$ cat src/design/dcc_pkg.sv
package dcc_pkg;
  // ----------------------------------------
  // register offsets
  // ----------------------------------------
  localparam logic [7:0] DCC_OFS_PORT_A  = 8'h05;
  localparam logic [7:0] DCC_OFS_INTCTL  = 8'h0b;
  localparam logic [7:0] DCC_OFS_PFLAG1  = 8'h0c;
  localparam logic [7:0] DCC_OFS_CMPCTL  = 8'h1f;
  localparam logic [7:0] DCC_OFS_PADIR   = 8'h85;
  localparam logic [7:0] DCC_OFS_PEN1    = 8'h8c;
  // ----------------------------------------
  // reset values
  // ----------------------------------------
  localparam logic [7:0] DCC_RST_ZERO    = 8'h00;
  localparam logic [7:0] DCC_RST_PADIR   = 8'hff;
  // ----------------------------------------
  // field positions
  // ----------------------------------------
  localparam int DCC_BIT_RES2    = 7;
  localparam int DCC_BIT_RES1    = 6;
  localparam int DCC_BIT_INV2    = 5;
  localparam int DCC_BIT_INV1    = 4;
  localparam int DCC_BIT_SWITCH  = 3;
  localparam int DCC_BIT_CHGFLAG = 6;
  localparam int DCC_BIT_CHGEN   = 6;
  localparam int DCC_BIT_PERIEN  = 6;
  localparam int DCC_BIT_GLOBEN  = 7;
  localparam int DCC_BIT_PF1_RSV = 3;
  localparam int DCC_PIN_OUT1    = 3;
  localparam int DCC_PIN_OUT2    = 4;
  localparam int DCC_SYNC_W      = 7;
  // ----------------------------------------
  // comparator modes
  // ----------------------------------------
  typedef enum logic [2:0] {
    DCC_M_RESET   = 3'b000,
    DCC_M_OUT_SW  = 3'b001,
    DCC_M_IREF    = 3'b010,
    DCC_M_COMREF  = 3'b011,
    DCC_M_INDEP   = 3'b100,
    DCC_M_SINGLE  = 3'b101,
    DCC_M_OUT_COM = 3'b110,
    DCC_M_OFF     = 3'b111
  } dcc_mode_type;
endpackage : dcc_pkg

$ cat src/design/dcc_sync.sv
`timescale 1ns/1ps
`default_nettype none
module dcc_sync (
  input  wire logic                         mclk,
  input  wire logic                         reset,
  input  wire logic [dcc_pkg::DCC_SYNC_W-1:0] async_in,
  output var  logic [dcc_pkg::DCC_SYNC_W-1:0] sync_out
);
  import dcc_pkg::*;

  // ----------------------------------------
  // two-stage synchroniser
  // ----------------------------------------
  // stage one feeds stage two only
  logic [DCC_SYNC_W-1:0] meta_r;

  always_ff @(posedge mclk or posedge reset) begin
    if (reset) begin
      meta_r   <= '0;
      sync_out <= '0;
    end else begin
      meta_r   <= async_in;
      sync_out <= meta_r;
    end
  end
endmodule : dcc_sync
`default_nettype wire

$ cat src/design/dcc_top.sv
// Function
// - result high when positive input exceeds negative
// - mode 010 puts reference on positives
// - result bits 7:6 readable, writes ignored
// - modes 110/001 drive results onto pins
// - direction bits still gate pin drivers
// - analog pins read zero on port
// - any result change sets change flag
// - flag cleared by writing 0, 1 sets
// - request needs three enables all set
// - flag sets even with enables clear
// - access-cycle change still sets flag
// - control access refreshes change reference
// - mismatch keeps setting flag each cycle
// - comparators run in sleep, wake device
// - mode 111 powers off both comparators
// - wake leaves control register unchanged
// - reset clears control, comparators off
// - invert bits flip reported results
// - switch bit picks negative input pins in modes 001/010
//
// Our own choice: the address-and-strobe port.
`timescale 1ns/1ps
`default_nettype none
module dcc_top (
  input  wire logic       mclk,
  input  wire logic       reset,
  input  wire logic [7:0] reg_addr,
  input  wire logic [7:0] reg_wdata,
  input  wire logic       reg_wr,
  input  wire logic       reg_rd,
  output var  logic [7:0] reg_rdata,
  input  wire logic       cmp1_raw,
  input  wire logic       cmp2_raw,
  input  wire logic [4:0] port_a_pin_in,
  input  wire logic       sleep_active,
  output var  logic       port_a_pin3_out,
  output var  logic       port_a_pin3_oe_n,
  output var  logic       port_a_pin4_out,
  output var  logic       port_a_pin4_oe_n,
  output var  logic [2:0] cmp_mode,
  output var  logic       cmp_power_on,
  output var  logic       vref_to_pos,
  output var  logic       neg_switch_hi,
  output var  logic       irq_request,
  output var  logic       wake_request
);
  import dcc_pkg::*;

  // ----------------------------------------
  // helpers
  // ----------------------------------------
  // pins held analog in each mode (pins 3..0)
  function automatic logic [3:0] analog_mask(
    input logic [2:0] m
  );
    case (m)
      DCC_M_RESET:   analog_mask = 4'hf;
      DCC_M_OUT_SW:  analog_mask = 4'h7;
      DCC_M_IREF:    analog_mask = 4'hf;
      DCC_M_COMREF:  analog_mask = 4'h7;
      DCC_M_INDEP:   analog_mask = 4'hf;
      DCC_M_SINGLE:  analog_mask = 4'h6;
      DCC_M_OUT_COM: analog_mask = 4'h7;
      default:       analog_mask = 4'h0;
    endcase
  endfunction : analog_mask

  function automatic logic pins_driven(
    input logic [2:0] m
  );
    pins_driven = (m == DCC_M_OUT_COM) ||
                  (m == DCC_M_OUT_SW);
  endfunction : pins_driven

  // ----------------------------------------
  // registers
  // ----------------------------------------
  logic [7:0] cmpctl_r;
  logic [7:0] intctl_r;
  logic [7:0] pflag1_r;
  logic [7:0] pen1_r;
  logic [7:0] padir_r;
  logic [7:0] port_a_r;
  logic [1:0] ref_r;

  logic [DCC_SYNC_W-1:0] sync_q;
  logic [1:0] res;
  logic [4:0] pins_q;
  logic [2:0] mode;
  logic       powered;
  logic       mismatch;
  logic       cmp_access;
  logic       wr_cmpctl;
  logic       wr_pflag1;
  logic [3:0] amask;

  assign mode    = cmpctl_r[2:0];
  // mode 000 holds comparators in reset as well
  assign powered = (mode != DCC_M_OFF) &&
                   (mode != DCC_M_RESET);
  assign amask   = analog_mask(mode);
  assign pins_q  = sync_q[6:2];

  // ----------------------------------------
  // result path
  // ----------------------------------------
  // analog side already delivers high for vin+ above vin-
  dcc_sync u_sync (
    .mclk     (mclk),
    .reset    (reset),
    .async_in ({port_a_pin_in, cmp2_raw, cmp1_raw}),
    .sync_out (sync_q)
  );

  assign res[0] = powered &
                  (sync_q[0] ^ cmpctl_r[DCC_BIT_INV1]);
  assign res[1] = powered &
                  (sync_q[1] ^ cmpctl_r[DCC_BIT_INV2]);

  assign cmp_access = (reg_wr | reg_rd) &&
                      (reg_addr == DCC_OFS_CMPCTL);
  assign wr_cmpctl  = reg_wr && (reg_addr == DCC_OFS_CMPCTL);
  assign wr_pflag1  = reg_wr && (reg_addr == DCC_OFS_PFLAG1);
  assign mismatch   = (res != ref_r);

  // ----------------------------------------
  // change reference latch
  // ----------------------------------------
  always_ff @(posedge mclk or posedge reset) begin
    if (reset) begin
      ref_r <= 2'h0;
    end else if (cmp_access) begin
      ref_r <= res;
    end
  end

  // ----------------------------------------
  // control register
  // ----------------------------------------
  // result bits are never stored; sleep has no path here
  always_ff @(posedge mclk or posedge reset) begin
    if (reset) begin
      cmpctl_r <= DCC_RST_ZERO;
    end else if (wr_cmpctl) begin
      cmpctl_r <= {2'h0, reg_wdata[5:0]};
    end
  end

  // ----------------------------------------
  // change flag register
  // ----------------------------------------
  // a mismatch beats a software clear in the same cycle,
  // so the access-cycle race never drops an event
  always_ff @(posedge mclk or posedge reset) begin
    if (reset) begin
      pflag1_r <= DCC_RST_ZERO;
    end else begin
      if (wr_pflag1) begin
        pflag1_r <= reg_wdata;
        pflag1_r[DCC_BIT_PF1_RSV] <= 1'b0;
      end
      if (mismatch) begin
        pflag1_r[DCC_BIT_CHGFLAG] <= 1'b1;
      end
    end
  end

  // ----------------------------------------
  // enable and port registers
  // ----------------------------------------
  always_ff @(posedge mclk or posedge reset) begin
    if (reset) begin
      intctl_r <= DCC_RST_ZERO;
      pen1_r   <= DCC_RST_ZERO;
      padir_r  <= DCC_RST_PADIR;
      port_a_r <= DCC_RST_ZERO;
    end else if (reg_wr) begin
      case (reg_addr)
        DCC_OFS_INTCTL: intctl_r <= reg_wdata;
        DCC_OFS_PEN1:   pen1_r   <= {reg_wdata[7:4], 1'b0, reg_wdata[2:0]};
        DCC_OFS_PADIR:  padir_r  <= reg_wdata;
        DCC_OFS_PORT_A: port_a_r <= reg_wdata;
        default:        ;
      endcase
    end
  end

  // ----------------------------------------
  // read port
  // ----------------------------------------
  always_ff @(posedge mclk or posedge reset) begin
    if (reset) begin
      reg_rdata <= DCC_RST_ZERO;
    end else if (reg_rd) begin
      case (reg_addr)
        DCC_OFS_CMPCTL: reg_rdata <= {res, cmpctl_r[5:0]};
        DCC_OFS_INTCTL: reg_rdata <= intctl_r;
        DCC_OFS_PFLAG1: reg_rdata <= pflag1_r;
        DCC_OFS_PEN1:   reg_rdata <= pen1_r;
        DCC_OFS_PADIR:  reg_rdata <= padir_r;
        DCC_OFS_PORT_A: reg_rdata <= {3'h0, pins_q[4],
                                      pins_q[3:0] & ~amask};
        default:        reg_rdata <= DCC_RST_ZERO;
      endcase
    end else begin
      reg_rdata <= DCC_RST_ZERO;
    end
  end

  // ----------------------------------------
  // analog mux controls
  // ----------------------------------------
  always_ff @(posedge mclk or posedge reset) begin
    if (reset) begin
      cmp_mode      <= DCC_M_RESET;
      cmp_power_on  <= 1'b0;
      vref_to_pos   <= 1'b0;
      neg_switch_hi <= 1'b0;
    end else begin
      cmp_mode      <= mode;
      cmp_power_on  <= powered;
      vref_to_pos   <= (mode == DCC_M_IREF);
      neg_switch_hi <= cmpctl_r[DCC_BIT_SWITCH] &&
                       ((mode == DCC_M_OUT_SW) ||
                        (mode == DCC_M_IREF));
    end
  end

  // ----------------------------------------
  // pin drive
  // ----------------------------------------
  // pins follow the synchronised result: feeding the raw input
  // straight into logic would risk metastable pin drive
  always_ff @(posedge mclk or posedge reset) begin
    if (reset) begin
      port_a_pin3_out  <= 1'b0;
      port_a_pin4_out  <= 1'b0;
      port_a_pin3_oe_n <= 1'b1;
      port_a_pin4_oe_n <= 1'b1;
    end else begin
      if (pins_driven(mode)) begin
        port_a_pin3_out <= res[0];
        port_a_pin4_out <= res[1];
      end else begin
        port_a_pin3_out <= port_a_r[DCC_PIN_OUT1];
        port_a_pin4_out <= port_a_r[DCC_PIN_OUT2];
      end
      port_a_pin3_oe_n <= padir_r[DCC_PIN_OUT1];
      port_a_pin4_oe_n <= padir_r[DCC_PIN_OUT2];
    end
  end

  // ----------------------------------------
  // interrupt and wake requests
  // ----------------------------------------
  always_ff @(posedge mclk or posedge reset) begin
    if (reset) begin
      irq_request  <= 1'b0;
      wake_request <= 1'b0;
    end else begin
      irq_request  <= pflag1_r[DCC_BIT_CHGFLAG] &
                      pen1_r[DCC_BIT_CHGEN] &
                      intctl_r[DCC_BIT_PERIEN] &
                      intctl_r[DCC_BIT_GLOBEN];
      wake_request <= sleep_active &
                      pflag1_r[DCC_BIT_CHGFLAG] &
                      pen1_r[DCC_BIT_CHGEN];
    end
  end
endmodule : dcc_top
`default_nettype wire

$ cat config.mk
export PLATFORM = sky130hd
export DESIGN_NAME = dcc_top
export DESIGN_NICKNAME = d
export VERILOG_FILES = /design/src/design/dcc_pkg.sv /design/src/design/dcc_sync.sv /design/src/design/dcc_top.sv
export SDC_FILE = /design/constraint.sdc
export NUM_CORES = 1
export LEC_CHECK = 0
export BUFFER_PORTS_ARGS = -buffer_cell sky130_fd_sc_hd__buf_2
export CORE_MARGIN = 2
export CORE_UTILIZATION = 39
export CTS_CLUSTER_SIZE = 8
export DETAILED_ROUTE_END_ITERATION = 10
export PLACE_DENSITY = 0.67
export SLEW_MARGIN = 15
export SYNTH_ARGS = -nofsm -noshare
export SYNTH_HDL_FRONTEND = slang
export SYNTH_SLANG_ARGS = --single-unit
$ cat constraint.sdc
create_clock -name mclk -period 5.7 [get_ports mclk]
set_input_delay 0.285 -clock mclk [delete_from_list [all_inputs] [get_ports mclk]]
set_output_delay 0.285 -clock mclk [all_outputs]
set_load 0.01 [all_outputs]
==> results of run 1 <==
==> metal layers <==
metal  up-vias  track usage [%]  wire [µm]
met2        62             25.6       3390
met1      1150             24.0       3300
met5         -                0          0
met4         0             5.60        119
met3        12             6.48        463
li1       1029                -          -
==> per-stage QoR <==
stage	hold WS [ps]	instances
floorplan	316	250
finish	25.1	410
detailed placement	335	392
CTS	11.8	408
global placement	333	392
global route	2.56	410
==> registers in the layout, indices dropped and copies added (netlist names), 2 cells and up <==
register / count
u_sync.sync_out: 7
cmpctl_r: 6
u_sync.meta_r: 7
reg_rdata: 8
ref_r: 2
pflag1_r: 7
pen1_r: 7
port_a_r: 2
padir_r: 8
intctl_r: 8
cmp_mode: 3
==> cell usage in the layout (no fill, tap or decap), types with 3 or more instances in the layout <==
cell type	n
buf_2	47
o22a_1	5
xnor2_1	3
mux2_2	39
dfrtp_1	64
inv_6	4
nand2_1	16
nand3_1	5
nor2_1	4
nand4b_1	3
a21oi_1	8
nand3b_1	3
nor3b_1	5
a22oi_1	13
nor2b_1	4
dfstp_2	10
and3_1	3
o21ai_0	6
clkbuf_8	9
nor3_1	4
==> cells by family (layout without fill, tap and decap cells) <==
kind of cell              Yosys count  after routing  synth area share, %
buffers and inverters              14             69                 2.48
and+or+nand+nor                    69             69                 14.6
DFF                                74             74                 57.0
xor gates and xnor gates            6              6                 2.03
AOI/OAI and AO/OA                  46             46                 9.86
muxes                              41             41                 14.0
==> report_power, final <==
group	internal [mW]	total [mW]	switching, mW	leakage [nW]
registers	0.549	0.565	0.0162	0.953
logic	0.0341	0.0818	0.0477	0.761
clock network	0.165	0.376	0.211	0.0912
==> worst reg2reg max path: cells and delay by family, from the launching register on <==
kind / cells / cell delay, ps
buffers and inverters: 1 / 110
and+or+nand+nor: 1 / 230
DFF: 1 / 650
AOI/OAI and AO/OA: 3 / 560
==> how the worst max path moves through the flow <==
stage / startpoint / end / slack [ps] / cells past startpoint
detailed placement: reg_addr[2] / padir_r[0] / 3470 / 4
CTS: reg_addr[2] / padir_r[1] / 3830 / 4
floorplan: reset / cmp_mode[0] / 3550 / 1
global route: reg_addr[2] / padir_r[6] / 3680 / 4
global placement: reg_addr[1] / padir_r[5] / 3550 / 4
finish: reg_addr[2] / padir_r[1] / 3740 / 4
==> what timing repair did <==
item,CTS,global route
hold buffers,0,2
endpoints found under the hold margin,0,2
endpoints found under the setup margin,0,0
==> layout make-up <==
type,instances,area share [%]
tap,105,3.47
clock buffer,9,3.28
clock inverter,7,1.59
inverter,3,0.298
sequential,74,49.3
timing repair buffer,50,6.95
multi-input combinational,162,35.1
==> out/metrics.yaml, run 1 <==
arrival_ps: 2250
tightestPinTransition_ps: 1060
synth.most_common_cell: "dfrtp_1"
die_w_um: 95.6
dr.first_iter.drc_count: 207
worstPathMaxFanout: 11
max_cap_violations: 0
dp_hpwl_mm: 5.16
fin_crit_ps: 1960
cts.sink_count: 74
worst_path_max_delay_cell: "nor4bb_1"
rsz0062_at_grt: "false"
multi_input_area_um2: 1330
postPlaceCellArea_um2: 3580
hold_viol: 0
final-seq-area_um2: 1860
post-route-util_pct: 46.3
total_power_mw: 1.02
antenna_left: 0
irDropWorstVdd_v: 0.000120
synthToLayoutAreaGrowth_pct: 15.5
post_cts_buffers: 0
end_kind: "flip-flop"
yosys-top-cells-area: "dfrtp_1 (49%), mux2_2 (13%), dfstp_2 (8.0%)"
drt_wl_total_mm: 7.27
route.vias.total: 2253
grt_use_total_pct: 17.5
grt_pass1_vias: 2194
drive_above_1_share_pct: 41.0
grt_start_max_net_pins: 75
max-clock-path-buffers: 2
yosysSeqAreaShare_pct: 57.0
grt_pass1_wl_mm: 11.7
syn_inst: 250
finalSetupViolations: 0
h-tree-depth: 3
max_freq_mhz: 511
r2r-end: "pflag1_r[6]"
initial_core_util_pct: 40.0
cp_cell_sequence: "buf_2, nor4bb_1, nand4_2, mux2_2"
outcome: "complete, no violations"
critPathKind: "input port to flip-flop"
drtPass1Iterations: 4
critPathTopFamily: "simple AND/OR/NAND/NOR gates"
maxSlewHeadroom_pct: 28.5
regToRegStartpoint: "cmpctl_r[1]"
clk_latency_ps: 360
synth_area_per_cell_um2: 13.1
gp_congestion: 0.867
diodes: 0
ys_top_cells_by_count: "dfrtp_1 (64), mux2_2 (39), nand2_1 (16)"
cts-root-buf: "clkbuf_8"
ys_seq_elements: 74
cts.clk_slew.worst_paths_ps: 80
antenna_found_initial: 0
rr_worst_depth: 5
viasPerCell: 5.50
synth-edff-count: 0
syn_nets: 278
drc: 0
holdPathStages: 1
ys_warn_count: 0
maxSlewViolCount: 0
synthArstFlopShare_pct: 100
fill_cells: 750
die-area_um2: 9140
leakage_nw: 1.80
cts_resized: 0
critPathRequiredTime_ps: 5990
path_buf_inv: 1
hp-class: "input port to flip-flop"
r2r_slack_ps: 4030
synth_top_area_share_pct: 48.9
io-pin-count: 48
numCtsBuffers: 9
powerDensity_nw_per_um2: 271
wl_per_cell_um: 17.7
tritoncts: "yes"
rows: 33
core_area_um2: 8180
start_kind: "input port"
synth_top_area_cell: "dfrtp_1"
min_period_over_period_pct: 34.3
setup_ws_ps: 3740
io_buffers: 47
slowest_delay_ps: 920
syn_area_um2: 3270
yosysUniqueCellTypes: 55
whs_endpoint: "u_sync.meta_r[2]"
die_y_um: 95.6
synth_ff_type: "dfrtp_1"
design_area_um2: 3780
tns_ps: 0
clock_skew_ps: 5.04
grt.overflow.total: 0
min_from: "port_a_pin_in[0]"
nets: 328
place_ws_ps: 3470
Power figures use the tool's default switching activity.
==> run 2: changes to the inputs <==
==> constraint.sdc (replaced) <==
create_clock -name mclk -period 2 [get_ports mclk]
set_input_delay 0.1 -clock mclk [delete_from_list [all_inputs] [get_ports mclk]]
set_output_delay 0.1 -clock mclk [all_outputs]
set_load 0.01 [all_outputs]
==> run 2 against run 1 <==
Sequential share of layout area shrank 1.8 points. Flip-flop and latch count is the same. Sequential power grew to 2.8 times the previous value. Critical path depth grew 1. Clock power grew to 3.1 times the previous value. Core utilization grew 1.7 points. Hold slack gained 16 ps. Count of clock-buffer cells in the layout grew 2. Combinational power grew to 3.1 times the previous value. Setup slack lost 3400 ps. Routed wire length shrank 0.14%. Via count grew 2.5%. Highest routed layer unchanged.
==> out/metrics.yaml, run 2 (synthesis gave the netlist of run 1 again) <==
outcome: "complete, no violations"
numCtsBuffers: 9
switchingPower_mw: 0.722
pwr-share-seq_pct: 53.0
grt_start_max_net_pins: 75
drc: 0
grt_pass1_vias: 2214
route.vias.total: 2310
total_power_mw: 3.04
worstPathMaxFanout: 14
tns_ps: 0
maxSlewHeadroom_pct: 67.1
irDropWorstVdd_v: 0.000462
cts.clk_slew.worst_paths_ps: 70
core_area_um2: 8180
layout_common_cells: "dfrtp_1 (64), buf_2 (47), mux2_2 (39)"
critPathRequiredTime_ps: 2230
max_cap_violations: 0
hold_viol: 0
die_y_um: 95.6
cp-startpoint: "cmpctl_r[1]"
r2r_slack_ps: 380
drt_wl_total_mm: 7.26
end_kind: "flip-flop"
start_kind: "flip-flop"
antenna_found_initial: 0
tritoncts: "yes"
gp_congestion: 0.825
wl_per_cell_um: 17.2
clock_skew_ps: 8.18
clk_latency_ps: 350
io_buffers: 47
pwr-share-clk_pct: 38.6
initial_core_util_pct: 40.0
postPlaceCellArea_um2: 3630
viasPerCell: 5.47
min_period_over_period_pct: 81.0
post_cts_buffers: 0
fin_crit_ps: 1620
cts.sink_count: 74
hp-class: "input port to flip-flop"
io-pin-count: 48
critPathKind: "flip-flop to flip-flop"
die_w_um: 95.6
p_sw_share_pct: 23.8
powerDensity_nw_per_um2: 775
grt.overflow.total: 0
grt_use_total_pct: 17.1
tightestPinTransition_ps: 486
max_freq_mhz: 618
p_int_mw: 2.32
cts_resized: 0
cts-root-buf: "clkbuf_8"
grt_pass1_wl_mm: 11.5
design_area_um2: 3920
h-tree-depth: 3
finalSetupViolations: 0
maxSlewViolCount: 0
antenna_left: 0
arrival_ps: 1840
fill_cells: 740
max-clock-path-buffers: 2
post-route-util_pct: 48.0
synthToLayoutAreaGrowth_pct: 19.8
layout.cells.most_common: "dfrtp_1"
nets: 340
drive_above_1_share_pct: 41.0
reg_top3: "intctl_r x8, padir_r x8, reg_rdata x8"
rows: 33
regToRegStartpoint: "cmpctl_r[1]"
dp_hpwl_mm: 5.11
dr.first_iter.drc_count: 133
min_from: "reg_rd"
diodes: 0
rsz0062_at_grt: "false"
die-area_um2: 9140
drtPass1Iterations: 4
leakage_nw: 1.88
combPwrFrac_pct: 8.3
-- run 2: cell types whose count changed in the layout (fill, tap and decap cells not counted), sizes merged --
cell	before	now
clkinv	2	3
buf	48	53
clkbuf	9	11
inv	7	3
dlygate4sd3	2	9
bufinv	0	1
-- run 2: power groups by stage --
stage / logic, mW / clock network (mW) / registers, mW
global route: 0.280 / 1.26 / 1.62
detailed placement: 0.242 / 0 / 1.64
finish: 0.254 / 1.17 / 1.61
global placement: 0.236 / 0 / 1.64
CTS: 0.256 / 1.20 / 1.61
floorplan: 0.150 / 0 / 1.63
-- run 2: metal layers --
metal | wire length (µm) | up-vias | GRT usage [%]
met5 | 0 | - | 0
met4 | 61 | 0 | 4.52
met3 | 420 | 5 | 5.14
met2 | 3530 | 81 | 26.7
met1 | 3250 | 1168 | 23.4
li1 | - | 1056 | -
-- run 2: stage by stage --
step	cells	hold slack (ps)	worst slack, ps
global route	422	36.2	223
finish	422	41.3	381
global placement	397	206	436
floorplan	250	131	34.9
CTS	422	31.3	390
detailed placement	397	209	420
-- run 2: final cells by class --
class / instances / area [µm²] / share of cell area (%)
Sequential cell: 74 / 1860 / 47.5
Multi-Input combinational cell: 162 / 1330 / 33.9
Timing Repair Buffer: 62 / 383 / 9.76
Clock buffer: 11 / 151 / 3.86
Tap cell: 105 / 131 / 3.35
Clock inverter: 5 / 52.6 / 1.34
Inverter: 3 / 11.3 / 0.287
-- run 2: final timing paths --
kind	end	depth (start not counted)
worst min-delay path	reg_rdata[1]	2
min in group asynchronous	port_a_r[4]	4
worst min register to register	u_sync.sync_out[6]	0
max in group asynchronous	port_a_pin4_oe_n	4
worst max-delay path	pflag1_r[6]	5
worst max register to register	pflag1_r[6]	5
-- run 2: critical path, cell delays in order, from the launching register on --
cell      delay [ps]
dfrtp_1          620
and2_1           250
a21o_1           200
inv_1            100
a211oi_1         210
o21ai_0          120
-- run 2: what timing repair did --
item,4_1_cts,5_1_grt
hold buffers,9,0
hold endpoints to repair,72,0
endpoints found under the setup margin,0,0
==> run 3: changes to the inputs <==
--- a/config.mk
+++ b/config.mk
@@ -5,6 +5,7 @@
 export SDC_FILE = /design/constraint.sdc
 export NUM_CORES = 1
 export LEC_CHECK = 0
+export ABC_AREA = 1
 export BUFFER_PORTS_ARGS = -buffer_cell sky130_fd_sc_hd__buf_2
 export CORE_MARGIN = 2
 export CORE_UTILIZATION = 39
==> constraint.sdc (replaced) <==
create_clock -name mclk -period 1.5 [get_ports mclk]
set_input_delay 0.075 -clock mclk [delete_from_list [all_inputs] [get_ports mclk]]
set_output_delay 0.075 -clock mclk [all_outputs]
set_load 0.01 [all_outputs]
==> run 3 against run 2 <==
Clock skew decreased by 0.92 ps. Count of clock-buffer cells in the layout is 1 higher. Via count increased by 11%. Critical endpoint unchanged.
==> out/metrics.yaml, run 3 <==
drc: 0
synthArstFlopShare_pct: 100
syn_nets: 378
antenna_found_initial: 0
arrival_ps: 1610
slowest_delay_ps: 450
synth-compound-area-share_pct: 9.39
gp_congestion: 0.833
numCtsBuffers: 9
fin_crit_ps: 1370
yosysUniqueCellTypes: 25
critPathKind: "flip-flop to flip-flop"
nets: 450
antenna_left: 0
cts-root-buf: "clkbuf_8"
synth_mux_area_share_pct: 0
synth_ff_type: "dfrtp_1"
grt_use_total_pct: 18.1
io-pin-count: 48
grt_pass1_vias: 2465
syn_area_um2: 3190
powerDensity_nw_per_um2: 1100
dp_hpwl_mm: 5.11
end_kind: "flip-flop"
grt_start_max_net_pins: 75
worstPathMaxFanout: 7
reg_top3: "intctl_r x8, padir_r x8, reg_rdata x8"
initial_core_util_pct: 40.8
tritoncts: "yes"
io_buffers: 47
cp-startpoint: "cmpctl_r[2]"
critPathTopFamily: "simple AND/OR/NAND/NOR gates"
placed_cells: 497
synth_area_per_cell_um2: 9.10
finalHoldWorstSlack_ps: 14.0
synth_top_family_by_area: "simple AND/OR/NAND/NOR gates"
synth.most_common_cell: "nand2_1"
finalSetupViolations: 0
outcome: "complete, no violations"
clk_latency_ps: 360
yosysSeqAreaShare_pct: 58.5
fin_cells: 529
fill_cells: 738
grt_pass1_wl_mm: 12.0
irDropWorstVdd_v: 0.000686
max-clock-path-buffers: 2
cp_cell_sequence: "inv_1, nand3_1, nand2_1, nor2_2, xor2_1, nand3b_1"
hp-class: "input port to flip-flop"
core_area_um2: 7810
synth_top_area_share_pct: 50.3
drtPass1Iterations: 4
critPathRequiredTime_ps: 1740
drt_wl_total_mm: 7.29
rsz0062_at_grt: "false"
design_area_um2: 3940
synthAdderAreaFrac_pct: 0
total_power_mw: 4.34
max_cap_violations: 0
tns_ps: 0
worst_path_max_delay_cell: "dfrtp_1"
synth_xor_area_share_pct: 0.825
synthToLayoutAreaGrowth_pct: 23.7
layout_common_cells: "nand2_1 (91), dfrtp_1 (63), buf_2 (47)"
h-tree-depth: 3
synth-edff-count: 0
layout.cells.most_common: "nand2_1"
cts.sink_count: 74
diodes: 0
maxSlewViolCount: 0
min_from: "reg_wdata[0]"
max_freq_mhz: 729
regToRegStartpoint: "cmpctl_r[2]"
clock_skew_ps: 7.26
synthSimpleGateAreaFrac_pct: 24.5
dr.first_iter.drc_count: 166
die_y_um: 94.4
viasPerCell: 4.84
path_buf_inv: 1
ys_top_cells_by_count: "nand2_1 (91), dfrtp_1 (64), inv_1 (39)"
setup_ws_ps: 129
start_kind: "flip-flop"
syn_inst: 350
die_w_um: 94.4
rows: 32
place_ws_ps: 102
grt.overflow.total: 0
cts.clk_slew.worst_paths_ps: 70
ys_seq_elements: 74
tightestPinTransition_ps: 458
yosys-top-cells-area: "dfrtp_1 (50%), nand2_1 (11%), dfstp_2 (8.2%)"
min_period_over_period_pct: 91.4
post-route-util_pct: 50.5
wl_per_cell_um: 13.8
ys_warn_count: 0
leakage_nw: 1.98
drive_above_1_share_pct: 25.5
postPlaceCellArea_um2: 3540
synth_top_area_cell: "dfrtp_1"
maxSlewHeadroom_pct: 69.4
hold_viol: 0
route.vias.total: 2558
die-area_um2: 8910
[run 3: cell count changes after synthesis, moves of 6 or more]
cell,delta
inv_1,+36
mux2_2,-39
nand3_1,+31
o21ai_2,+8
a22oi_1,-13
nor2_1,+21
nand2_1,+75
nand2_2,+6
o21ai_0,+14
o21ai_1,+14
[run 3: where the power goes]
group,switching (mW),leakage (nW),internal (mW)
Combinational,0.244,0.966,0.147
Clock,0.714,0.119,1.07
Sequential,0.0541,0.897,2.11
[run 3: cell families after synthesis]
kind of cell | after synthesis
compound gates | 52
xor+xnor | 3
buf+inv | 48
flops | 74
simple gates | 173
[run 3: what timing repair did]
item | in CTS | in global routing
hold buffers | 16 | 0
hold endpoints to repair | 82 | 0
setup buffers | 0 | 0
setup endpoints to repair | 0 | 3
resized for setup | 0 | 3
[run 3: path summary, 6_finish.rpt]
| check | endpoint | slack [ps] | cells after the start |
|---|---|---|---|
| setup reg to reg | pflag1_r[6] | 130 | 6 |
| max in group asynchronous | padir_r[7] | 800 | 4 |
| min in group asynchronous | u_sync.meta_r[4] | 350 | 4 |
| hold reg to reg | u_sync.sync_out[2] | 350 | 0 |
| hold / removal | intctl_r[0] | 10 | 3 |
| setup / recovery | pflag1_r[6] | 130 | 6 |
[run 3: worst register-to-register path: cells and delay by family (launching register included)]
| kind | cells | cell delay (ps) |
|---|---|---|
| buf+inv | 1 | 110 |
| flops | 1 | 450 |
| xor+xnor | 1 | 180 |
| simple gates | 4 | 500 |
[run 3: area by class of cell]
type	count	area [µm²]	area share, %
inverter	42	161	4.10
sequential	74	1870	47.3
multi-input combinational	228	1110	28.2
clock buffer	12	165	4.19
tap	102	128	3.24
clock inverter	4	72.6	1.84
timing repair buffer	67	438	11.1
[run 3: per-layer routing]
| layer | vias to the layer above | part of all wire, % | global-route usage, % |
|---|---|---|---|
| li1 | 1249 | - | - |
| met1 | 1222 | 45 | 23.3 |
| met2 | 70 | 48 | 28.7 |
| met3 | 17 | 5.4 | 5.67 |
| met4 | 0 | 2.2 | 7.00 |
| met5 | - | 0 | 0 |
